==> src/hw/dbf_pkg.sv <==
// Package for the loop bandwidth and frequency configuration bank.
// Assumes an APB slave with 32-bit data, one register per aligned word.
package dbf_pkg;
  // Register indices; byte address is four times the index
  localparam logic [7:0] DBF_IDX_MAIN_FREQ = 8'h65;
  localparam logic [7:0] DBF_IDX_SEC_BW = 8'h66;
  localparam logic [7:0] DBF_IDX_MAIN_LOCKED_BW = 8'h67;
  localparam int DBF_ADDR_W = 12;
  localparam logic [DBF_ADDR_W-1:0] DBF_ADDR_MAIN_FREQ = {2'h0, DBF_IDX_MAIN_FREQ, 2'h0};
  localparam logic [DBF_ADDR_W-1:0] DBF_ADDR_SEC_BW = {2'h0, DBF_IDX_SEC_BW, 2'h0};
  localparam logic [DBF_ADDR_W-1:0] DBF_ADDR_MAIN_LOCKED_BW = {2'h0, DBF_IDX_MAIN_LOCKED_BW, 2'h0};

  // Field positions and widths
  localparam int DBF_FREQ_LSB = 0;
  localparam int DBF_FREQ_W = 3;
  localparam int DBF_SEC_BW_LSB = 0;
  localparam int DBF_SEC_BW_W = 2;
  localparam int DBF_LOCK_BW_LSB = 0;
  localparam int DBF_LOCK_BW_W = 4;

  // Reset values
  localparam logic [DBF_FREQ_W-1:0] DBF_FREQ_RST = 3'h0;
  localparam logic [DBF_SEC_BW_W-1:0] DBF_SEC_BW_RST = 2'h0;
  localparam logic [DBF_LOCK_BW_W-1:0] DBF_LOCK_BW_RST = 4'hb;

  // Frequency codes of the main loop
  typedef enum logic [2:0] {
    DBF_FREQ_C0 = 3'b000,
    DBF_FREQ_C1 = 3'b001,
    DBF_FREQ_TWELVE_E1 = 3'b010,
    DBF_FREQ_SIXTEEN_E1 = 3'b011,
    DBF_FREQ_TWENTYFOUR_DS1 = 3'b100,
    DBF_FREQ_SIXTEEN_DS1 = 3'b101,
    DBF_FREQ_U6 = 3'b110,
    DBF_FREQ_U7 = 3'b111
  } dbf_freq_e;

  // Analog PLL output before dividers, in kHz
  localparam int DBF_KHZ_W = 18;
  localparam logic [DBF_KHZ_W-1:0] DBF_KHZ_TWELVE_E1 = 18'h18000;
  localparam logic [DBF_KHZ_W-1:0] DBF_KHZ_SIXTEEN_E1 = 18'h20000;
  localparam logic [DBF_KHZ_W-1:0] DBF_KHZ_TWENTYFOUR_DS1 = 18'h24300;
  localparam logic [DBF_KHZ_W-1:0] DBF_KHZ_SIXTEEN_DS1 = 18'h18200;

  // Bandwidths in tenths of a hertz
  localparam int DBF_BW_W = 10;
  localparam logic [DBF_BW_W-1:0] DBF_BW_0P3 = 10'h003;
  localparam logic [DBF_BW_W-1:0] DBF_BW_0P6 = 10'h006;
  localparam logic [DBF_BW_W-1:0] DBF_BW_1P2 = 10'h00c;
  localparam logic [DBF_BW_W-1:0] DBF_BW_2P5 = 10'h019;
  localparam logic [DBF_BW_W-1:0] DBF_BW_4 = 10'h028;
  localparam logic [DBF_BW_W-1:0] DBF_BW_8 = 10'h050;
  localparam logic [DBF_BW_W-1:0] DBF_BW_18 = 10'h0b4;
  localparam logic [DBF_BW_W-1:0] DBF_BW_35 = 10'h15e;
  localparam logic [DBF_BW_W-1:0] DBF_BW_70 = 10'h2bc;
endpackage : dbf_pkg

==> src/hw/dbf_regs.sv <==
// Configuration bank: main loop frequency mode, secondary loop bandwidth
// and main loop locked bandwidth, reached over APB with zero wait states.
// Assumes pclk and presetn come from the same domain as the APB master.
`timescale 1ns/1ps
module dbf_regs (
  input wire logic pclk, // System clock, 50 MHz
  input wire logic presetn, // Asynchronous reset, active low
  input wire logic psel, // APB select
  input wire logic penable, // APB access phase
  input wire logic pwrite, // APB direction, high for write
  input wire logic [dbf_pkg::DBF_ADDR_W-1:0] paddr, // APB byte address
  input wire logic [31:0] pwdata, // APB write data
  input wire logic [3:0] pstrb, // APB write byte strobes
  output logic [31:0] prdata, // APB read data, registered
  output logic pready, // APB ready, always high
  output logic pslverr, // APB error on unmapped address
  output logic [2:0] main_loop_freq_field, // Effective main loop frequency code
  output logic twelve_e1_mode, // Main loop in twelve E1 mode
  output logic sixteen_e1_mode, // Main loop in sixteen E1 mode
  output logic twentyfour_ds1_mode, // Main loop in twenty-four DS1 mode
  output logic sixteen_ds1_mode, // Main loop in sixteen DS1 mode
  output logic [dbf_pkg::DBF_KHZ_W-1:0] apll_khz, // Analog PLL output, kHz, 0 if digital
  output logic [1:0] secondary_loop_bw_field, // Effective secondary bandwidth code
  output logic [dbf_pkg::DBF_BW_W-1:0] secondary_bw_tenth_hz, // Secondary bandwidth
  output logic [3:0] main_loop_locked_bw_field, // Effective locked bandwidth code
  output logic [dbf_pkg::DBF_BW_W-1:0] main_locked_bw_tenth_hz // Locked bandwidth
);
  import dbf_pkg::*;

  logic [DBF_FREQ_W-1:0] freq_q;
  logic [DBF_SEC_BW_W-1:0] sec_bw_q;
  logic [DBF_LOCK_BW_W-1:0] lock_bw_q;
  logic [DBF_FREQ_W-1:0] freq_eff_q;
  logic [DBF_SEC_BW_W-1:0] sec_eff_q;
  logic [DBF_LOCK_BW_W-1:0] lock_eff_q;
  logic [31:0] rdata_d;
  logic [31:0] rdata_q;
  logic err_q;
  logic hit;
  logic wr_en;
  logic setup;

  // Main loop frequency code to analog PLL output; digital codes give zero
  function automatic logic [DBF_KHZ_W-1:0] freq_khz(input logic [2:0] code);
    case (code)
      DBF_FREQ_TWELVE_E1: freq_khz = DBF_KHZ_TWELVE_E1;
      DBF_FREQ_SIXTEEN_E1: freq_khz = DBF_KHZ_SIXTEEN_E1;
      DBF_FREQ_TWENTYFOUR_DS1: freq_khz = DBF_KHZ_TWENTYFOUR_DS1;
      DBF_FREQ_SIXTEEN_DS1: freq_khz = DBF_KHZ_SIXTEEN_DS1;
      default: freq_khz = '0;
    endcase
  endfunction : freq_khz

  // Locked bandwidth code to tenths of a hertz; zero marks an unused code
  function automatic logic [DBF_BW_W-1:0] lock_bw(input logic [3:0] code);
    case (code)
      4'h8: lock_bw = DBF_BW_0P3;
      4'h9: lock_bw = DBF_BW_0P6;
      4'ha: lock_bw = DBF_BW_1P2;
      4'hb: lock_bw = DBF_BW_2P5;
      4'hc: lock_bw = DBF_BW_4;
      4'hd: lock_bw = DBF_BW_8;
      4'he: lock_bw = DBF_BW_18;
      4'hf: lock_bw = DBF_BW_35;
      default: lock_bw = '0;
    endcase
  endfunction : lock_bw

  // Secondary bandwidth code to tenths of a hertz; zero marks code 11
  function automatic logic [DBF_BW_W-1:0] sec_bw(input logic [1:0] code);
    case (code)
      2'h0: sec_bw = DBF_BW_18;
      2'h1: sec_bw = DBF_BW_35;
      2'h2: sec_bw = DBF_BW_70;
      default: sec_bw = '0;
    endcase
  endfunction : sec_bw

  // Bus decode; a write takes effect on the access edge only
  assign setup = psel && !penable;
  assign hit = (paddr == DBF_ADDR_MAIN_FREQ) || (paddr == DBF_ADDR_SEC_BW) ||
               (paddr == DBF_ADDR_MAIN_LOCKED_BW);
  assign wr_en = psel && penable && pwrite && hit && pstrb[0];
  assign pready = 1'b1;
  assign pslverr = err_q && psel && penable;
  assign prdata = rdata_q;

  // Stored fields; only the low lane carries data, upper bits are dropped
  always_ff @(posedge pclk or negedge presetn) begin
    if (!presetn) begin
      freq_q <= DBF_FREQ_RST;
      sec_bw_q <= DBF_SEC_BW_RST;
      lock_bw_q <= DBF_LOCK_BW_RST;
    end else if (wr_en) begin
      case (paddr)
        DBF_ADDR_MAIN_FREQ: freq_q <= pwdata[DBF_FREQ_LSB +: DBF_FREQ_W];
        DBF_ADDR_SEC_BW: sec_bw_q <= pwdata[DBF_SEC_BW_LSB +: DBF_SEC_BW_W];
        DBF_ADDR_MAIN_LOCKED_BW: lock_bw_q <= pwdata[DBF_LOCK_BW_LSB +: DBF_LOCK_BW_W];
        default: freq_q <= freq_q;
      endcase
    end
  end

  // Read mux; fields sit in the low bits, everything above reads zero
  always_comb begin
    rdata_d = '0;
    case (paddr)
      DBF_ADDR_MAIN_FREQ: rdata_d[DBF_FREQ_LSB +: DBF_FREQ_W] = freq_q;
      DBF_ADDR_SEC_BW: rdata_d[DBF_SEC_BW_LSB +: DBF_SEC_BW_W] = sec_bw_q;
      DBF_ADDR_MAIN_LOCKED_BW: rdata_d[DBF_LOCK_BW_LSB +: DBF_LOCK_BW_W] = lock_bw_q;
      default: rdata_d = '0;
    endcase
  end

  // Read data and error are captured in the setup cycle so they stand
  // from a flop through the whole zero-wait access phase
  always_ff @(posedge pclk or negedge presetn) begin
    if (!presetn) begin
      rdata_q <= '0;
      err_q <= 1'b0;
    end else if (setup) begin
      rdata_q <= pwrite ? 32'h0 : rdata_d;
      err_q <= !hit;
    end
  end

  // Effective frequency mode; unused codes 110 and 111 keep the last
  // valid mode so the loop never jumps to an undefined setting
  always_ff @(posedge pclk or negedge presetn) begin
    if (!presetn) begin
      freq_eff_q <= DBF_FREQ_RST;
    end else if (freq_q != DBF_FREQ_U6 && freq_q != DBF_FREQ_U7) begin
      freq_eff_q <= freq_q;
    end
  end

  // Effective secondary bandwidth; code 11 holds the last valid one
  always_ff @(posedge pclk or negedge presetn) begin
    if (!presetn) begin
      sec_eff_q <= DBF_SEC_BW_RST;
    end else if (sec_bw(sec_bw_q) != '0) begin
      sec_eff_q <= sec_bw_q;
    end
  end

  // Effective locked bandwidth; codes below 1000 hold the last valid one
  always_ff @(posedge pclk or negedge presetn) begin
    if (!presetn) begin
      lock_eff_q <= DBF_LOCK_BW_RST;
    end else if (lock_bw(lock_bw_q) != '0) begin
      lock_eff_q <= lock_bw_q;
    end
  end

  // Decoded outputs, all from the effective flops
  assign main_loop_freq_field = freq_eff_q;
  assign twelve_e1_mode = (freq_eff_q == DBF_FREQ_TWELVE_E1);
  assign sixteen_e1_mode = (freq_eff_q == DBF_FREQ_SIXTEEN_E1);
  assign twentyfour_ds1_mode = (freq_eff_q == DBF_FREQ_TWENTYFOUR_DS1);
  assign sixteen_ds1_mode = (freq_eff_q == DBF_FREQ_SIXTEEN_DS1);
  assign apll_khz = freq_khz(freq_eff_q);
  assign secondary_loop_bw_field = sec_eff_q;
  assign secondary_bw_tenth_hz = sec_bw(sec_eff_q);
  assign main_loop_locked_bw_field = lock_eff_q;
  assign main_locked_bw_tenth_hz = lock_bw(lock_eff_q);
endmodule : dbf_regs

==> config.mk <==
export PLATFORM = sky130hd
export DESIGN_NAME = dbf_regs
export DESIGN_NICKNAME = d
export VERILOG_FILES = /design/src/hw/dbf_pkg.sv /design/src/hw/dbf_regs.sv
export SDC_FILE = /design/constraint.sdc
export NUM_CORES = 1
export LEC_CHECK = 0
export BUFFER_PORTS_ARGS = -buffer_cell sky130_fd_sc_hd__buf_2
export CORE_ASPECT_RATIO = 1.2
export CORE_MARGIN = 2
export CORE_UTILIZATION = 40
export CTS_CLUSTER_DIAMETER = 40
export DETAILED_ROUTE_END_ITERATION = 10
export PLACE_DENSITY = 0.86
export SKIP_CTS_REPAIR_TIMING = 1
export SLEW_MARGIN = 20
export SYNTH_ARGS = -nofsm -noshare
export SYNTH_HDL_FRONTEND = slang
export SYNTH_SLANG_ARGS = --single-unit
==> constraint.sdc <==
create_clock -name pclk -period 1.8 [get_ports pclk]
set_clock_uncertainty 0.2 [all_clocks]
set_input_delay 0 -clock pclk [delete_from_list [all_inputs] [get_ports pclk]]
set_output_delay 0 -clock pclk [all_outputs]
set_load 0.03 [all_outputs]
**Yosys cells after proc, flatten, opt, wreduce, memory -nomap -nowiden**

Memory sizes are Yosys's and may differ from the RTL's.
Index checks and enable logic that the tools add are counted.

- Output and inout bits: 85
- Bits in registers: 51
- Input port bits: 53
- Memories: 2
- Logic and storage cells: 49
- ROM bits: 288

Memory list:

| name | depth | bits a word | rd ports | clocked after memory_dff | wr ports | RTL line | RTL |
|---|---|---|---|---|---|---|---|
| (no name shown) | 16 | 9 | 1 | 0 | 0 | dbf_regs.sv:56 | `case (code)` |
| (no name shown) | 16 | 9 | 1 | 0 | 0 | dbf_regs.sv:56 |  |

- Mux-type cells: 7
- Equality and inequality tests: 13
- Reductions and logical operators: 19

Operators with widths:

| operator | count |
|---|---|
| $pmux 18 s4 | 1 |
| $pmux 10 s3 | 2 |
| $eq 12x9->1 const B | 3 |
| $reduce_bool 10->1 | 2 |
| $logic_and 1x1->1 | 8 |
| $eq 3x2->1 const B | 2 |
| $eq 3x3->1 const B | 2 |
| $ne 3x3->1 const B | 2 |
| $pmux 2 s3 | 1 |
| $reduce_and 2->1 | 3 |
| $eq 2x1->1 const B | 2 |
| $eq 2x2->1 const B | 2 |
| $logic_not 2->1 | 2 |
| $mux 4 | 1 |
| $logic_not 1->1 | 2 |
| $logic_or 1x1->1 | 2 |
| $pmux 1 s2 | 1 |
| $mux 1 | 1 |

**Depth between registers and ports, before layout**

- Word-level depth: 6
- Mapped depth: 6

**Worst setup path before layout**

No wires, ideal clock.

- Path kind: register -> output
- Start point: register freq_eff_q[1] (netlist: main_loop_freq_field[1])
- End point: output port apll_khz[16] (netlist bit)
- Buffers on the path: 1
- Path slack: -0.300 ns
- Data arrival time: 1.900 ns
- Stages on the path, launching flop included: 5
- Path through: dfrtp_1 inv_1 nor3_1 or2_2 buf_4

- Cells in the longest elaborated chain, start to end: 2

Ends and longest elaborated chain:

| what | RTL line | RTL |
|---|---|---|
| start, declared | dbf_regs.sv:33 | `logic [DBF_FREQ_W-1:0] freq_eff_q;` |
| start signal, assigned | dbf_regs.sv:133 | `freq_eff_q <= freq_q;` |
| $eq 3x2->1 | n/a |  |
| via twelve_e1_mode | dbf_regs.sv:18 | `output logic twelve_e1_mode,` |
| $pmux 18 s4 | dbf_regs.sv:45 | `case (code)` |
| end, declared | dbf_regs.sv:22 | `output logic [dbf_pkg::DBF_KHZ_W-1:0] apll_khz,` |

The timed path passes the listed nets, and every way through them passes these cells.

**Worst setup path after layout**

- Start point: register lock_eff_q[0] (netlist: main_loop_locked_bw_field[0])
- End point: output port main_locked_bw_tenth_hz[3] (netlist bit)

- Cells in the longest elaborated chain, start to end: 1

Ends and longest elaborated chain:

| what | RTL line | RTL |
|---|---|---|
| start, declared | dbf_regs.sv:35 | `logic [DBF_LOCK_BW_W-1:0] lock_eff_q;` |
| start signal, assigned | dbf_regs.sv:151 | `lock_eff_q <= lock_bw_q;` |
| $mem_v2 16x9 | n/a |  |
| end, declared | dbf_regs.sv:26 | `output logic [dbf_pkg::DBF_BW_W-1:0] main_locked_bw_tenth_hz` |

Every way passes these cells.

==> metrics <==
status=complete, but fails checks; failing checks=negative hold slack; WP buf/inv=2; critical-path cell list=inv_4, ha_4, nand2b_4, a21boi_2, buf_6; CTS clk-pin slew, worst paths=0.08 ns; worst-case clock buffer depth=2; Final Wtd Congestion=roughly 0.8; EDFF count, synth=0; num ports=138; max cap viols=0; largest net degree at the start of global routing=24; initial DRC count=19; Slew HR=66.6%; overall die width=64.3 um; Tightest Pin Transition=between 0.4 and 0.5 ns; number of CTS-inserted buffers=3; CP endpoint kind=primary output; ys flop type=dfrtp_1; Leak=between 1 and 1.5 nW; Post-Place Setup Slack=-0.0318 ns; final count of negative-setup-slack endpoints=0; critical path class=register to primary output; CP arrival=1.57 ns; register bit total from synthesis=23; CP peak stage delay=0.58 ns; CP Launch Type=register; cell row count=26; GRT Overall Usage=12.8%; vias=between 1000 and 1500; min-delay worst type=input pin to register; Via-to-Cell Ratio=4.35; antenna violations before repair=0; layout cell share with drive strength beyond 1=43.3%; CTS root buf=clkbuf_8; grt ovf=0; area grow syn2layout=25.6%; cell family with most CP delay=flip-flops; data required time at the worst endpoint=1.60 ns; Post-Syn Instances=176; post-DP HPWL=2.65 mm; reg-to-reg endpoint=prdata[3]; Skew-Pair Late Insertion Delay=roughly 0.26 ns; htree depth=1; first-pass GRT wire length=between 5 and 6 mm; Reg2Reg Setup Slack=0.11 ns; Wirelength per Cell=10.9 um; total length of routed wires=3.38 mm; Final Hold Vio Count=1; synthesis warning total=0; Syn Std Cell Area=1750 sq um; post-route ant nets=0; Highest Clock Rate=0.564 GHz; Die Span Y=about 76 um; reg2reg start=lock_bw_q[3]; drt pass-1 iters=4; Mapped Avg Cell Area=9.92 sq um; WP depth=5; Die ar.=around 4900 sq um; IO Port Bufs=63; crit path from=main_loop_locked_bw_field[0]; fin. max-slew vios=0; # clock sinks=23; # DRC=0; Seq/Total Area, Yosys=33.4%; Power, Total=1.05 mW; worst hold slack=-0.0122 ns; crit path max-delay cell type=dfstp_2; ys async rst share=100%; Power Density=479 nW/um^2; CP Max Fanout=3; Tmin final=~1.8 ns; Critical Path Sink=main_locked_bw_tenth_hz[3]; Core Region=4230 sq um; RSZ-0062 raised after global routing=yes; net count reported at finish=about 320; CTS tree=built; VDD IR-drop max=0.405 mV; r2r worst-path depth=3; synth unique cells=37; Initial Utilization=41.3%; setup ws final=approximately 0.028 ns; Diodes inserted=0; crit share post-route=98.5%; number of global-route vias before repair=about 1200
worst reg2reg max path, stage by stage (launching register included):
cell,delay (ns)
dfstp_2,0.60
nand4b_1,0.10
dlygate4sd3_1,0.56
o21ai_0,0.15
layer usage:
layer  track usage [%]  up-vias  wire length (um)
met3              1.33        2               208
li1                  -      662                 -
met2              24.7       68              1850
met4              4.47        0                23
met5                 0        -                 0
met1              14.2      616              1300
cell usage in the layout, fill, tap and decap left out, drive strengths merged, types with 6 or more instances in the layout:
cell type,count
mux2,13
buf,70
dlygate4sd3,15
ha,8
nor2,8
inv,9
dfstp,6
dfrtp,17
nand2,12
conb,43
sequential cells by signal, indices dropped and copies added (netlist names):
name / count
sec_bw_q: 2
main_loop_freq_field: 3
lock_bw_q: 4
secondary_loop_bw_field: 2
freq_q: 3
prdata: 4
main_loop_locked_bw_field: 4
err_q: 1
power breakdown:
part           switching (mW)  total, mW  internal [mW]
clock                   0.154      0.312          0.158
sequential           0.000905      0.519          0.518
combinational           0.168      0.221         0.0532
total                   0.323       1.05          0.729
metrics by stage:
step / utilization, % / TNS (ns) / cell area, sq um / hold slack (ns) / std cells
after floorplan: - / -0.154 / 1920 / -0.496 / 217
after detailed placement: 45.6 / -0.0331 / 1930 / -0.197 / 286
after global placement: 45.6 / 0 / 1930 / -0.207 / 286
after global routing: 51.9 / -0.154 / 2190 / 0.0281 / 310
final: 51.9 / 0 / 2190 / -0.0122 / 310
after CTS: 46.7 / -0.224 / 1970 / -0.486 / 290
final cells by class:
class                      count  area, sq um
clock buffer                   4         45.0
fill                         389         2030
inverter                       9         36.3
multi-input combinational    133          931
sequential                    23          586
tap                           56         70.1
timing repair buffer          85          527
logic make-up after synthesis:
family | count (synthesis) | synth area share, %
buffers and inverters | 61 | 24.1
AND/OR/NAND/NOR | 50 | 20.0
flip-flops | 23 | 33.4
AO/OA/AOI/OAI | 16 | 6.30
multiplexers | 16 | 10.1
adder cells (fa/ha/maj) | 8 | 5.73
other | 2 | 0.430
worst min path at each step:
stage	start	endpoint	slack, ns	depth (start not counted)
global placement	presetn	sec_bw_q[1]	-0.21	1
CTS	presetn	sec_bw_q[1]	-0.49	1
finish	penable	prdata[2]	-0.01	4
global route	paddr[4]	err_q	0.03	4
detailed placement	presetn	sec_bw_q[1]	-0.20	1
floorplan	presetn	err_q	-0.50	0
synthesized netlist by cell type, types with 2 or more instances:
master / n / area share [%]
a21boi_0: 5 / 2.1
a22oi_1: 2 / 0.86
and2_1: 2 / 0.72
and3_1: 3 / 1.1
buf_4: 51 / 22
conb_1: 2 / 0.43
dfrtp_1: 17 / 24
dfstp_2: 6 / 9.0
ha_1: 8 / 5.7
inv_1: 9 / 1.9
mux2_2: 13 / 8.4
mux2i_1: 3 / 1.7
nand2_1: 12 / 2.6
nand2b_1: 3 / 1.1
nand4_1: 2 / 0.72
nor2_1: 8 / 1.7
nor2b_1: 3 / 1.1
nor4_4: 3 / 3.7
o21ai_0: 4 / 1.1
o31ai_1: 2 / 0.86
or2_2: 2 / 0.72
Note: power is estimated with default switching activity, not from simulation.
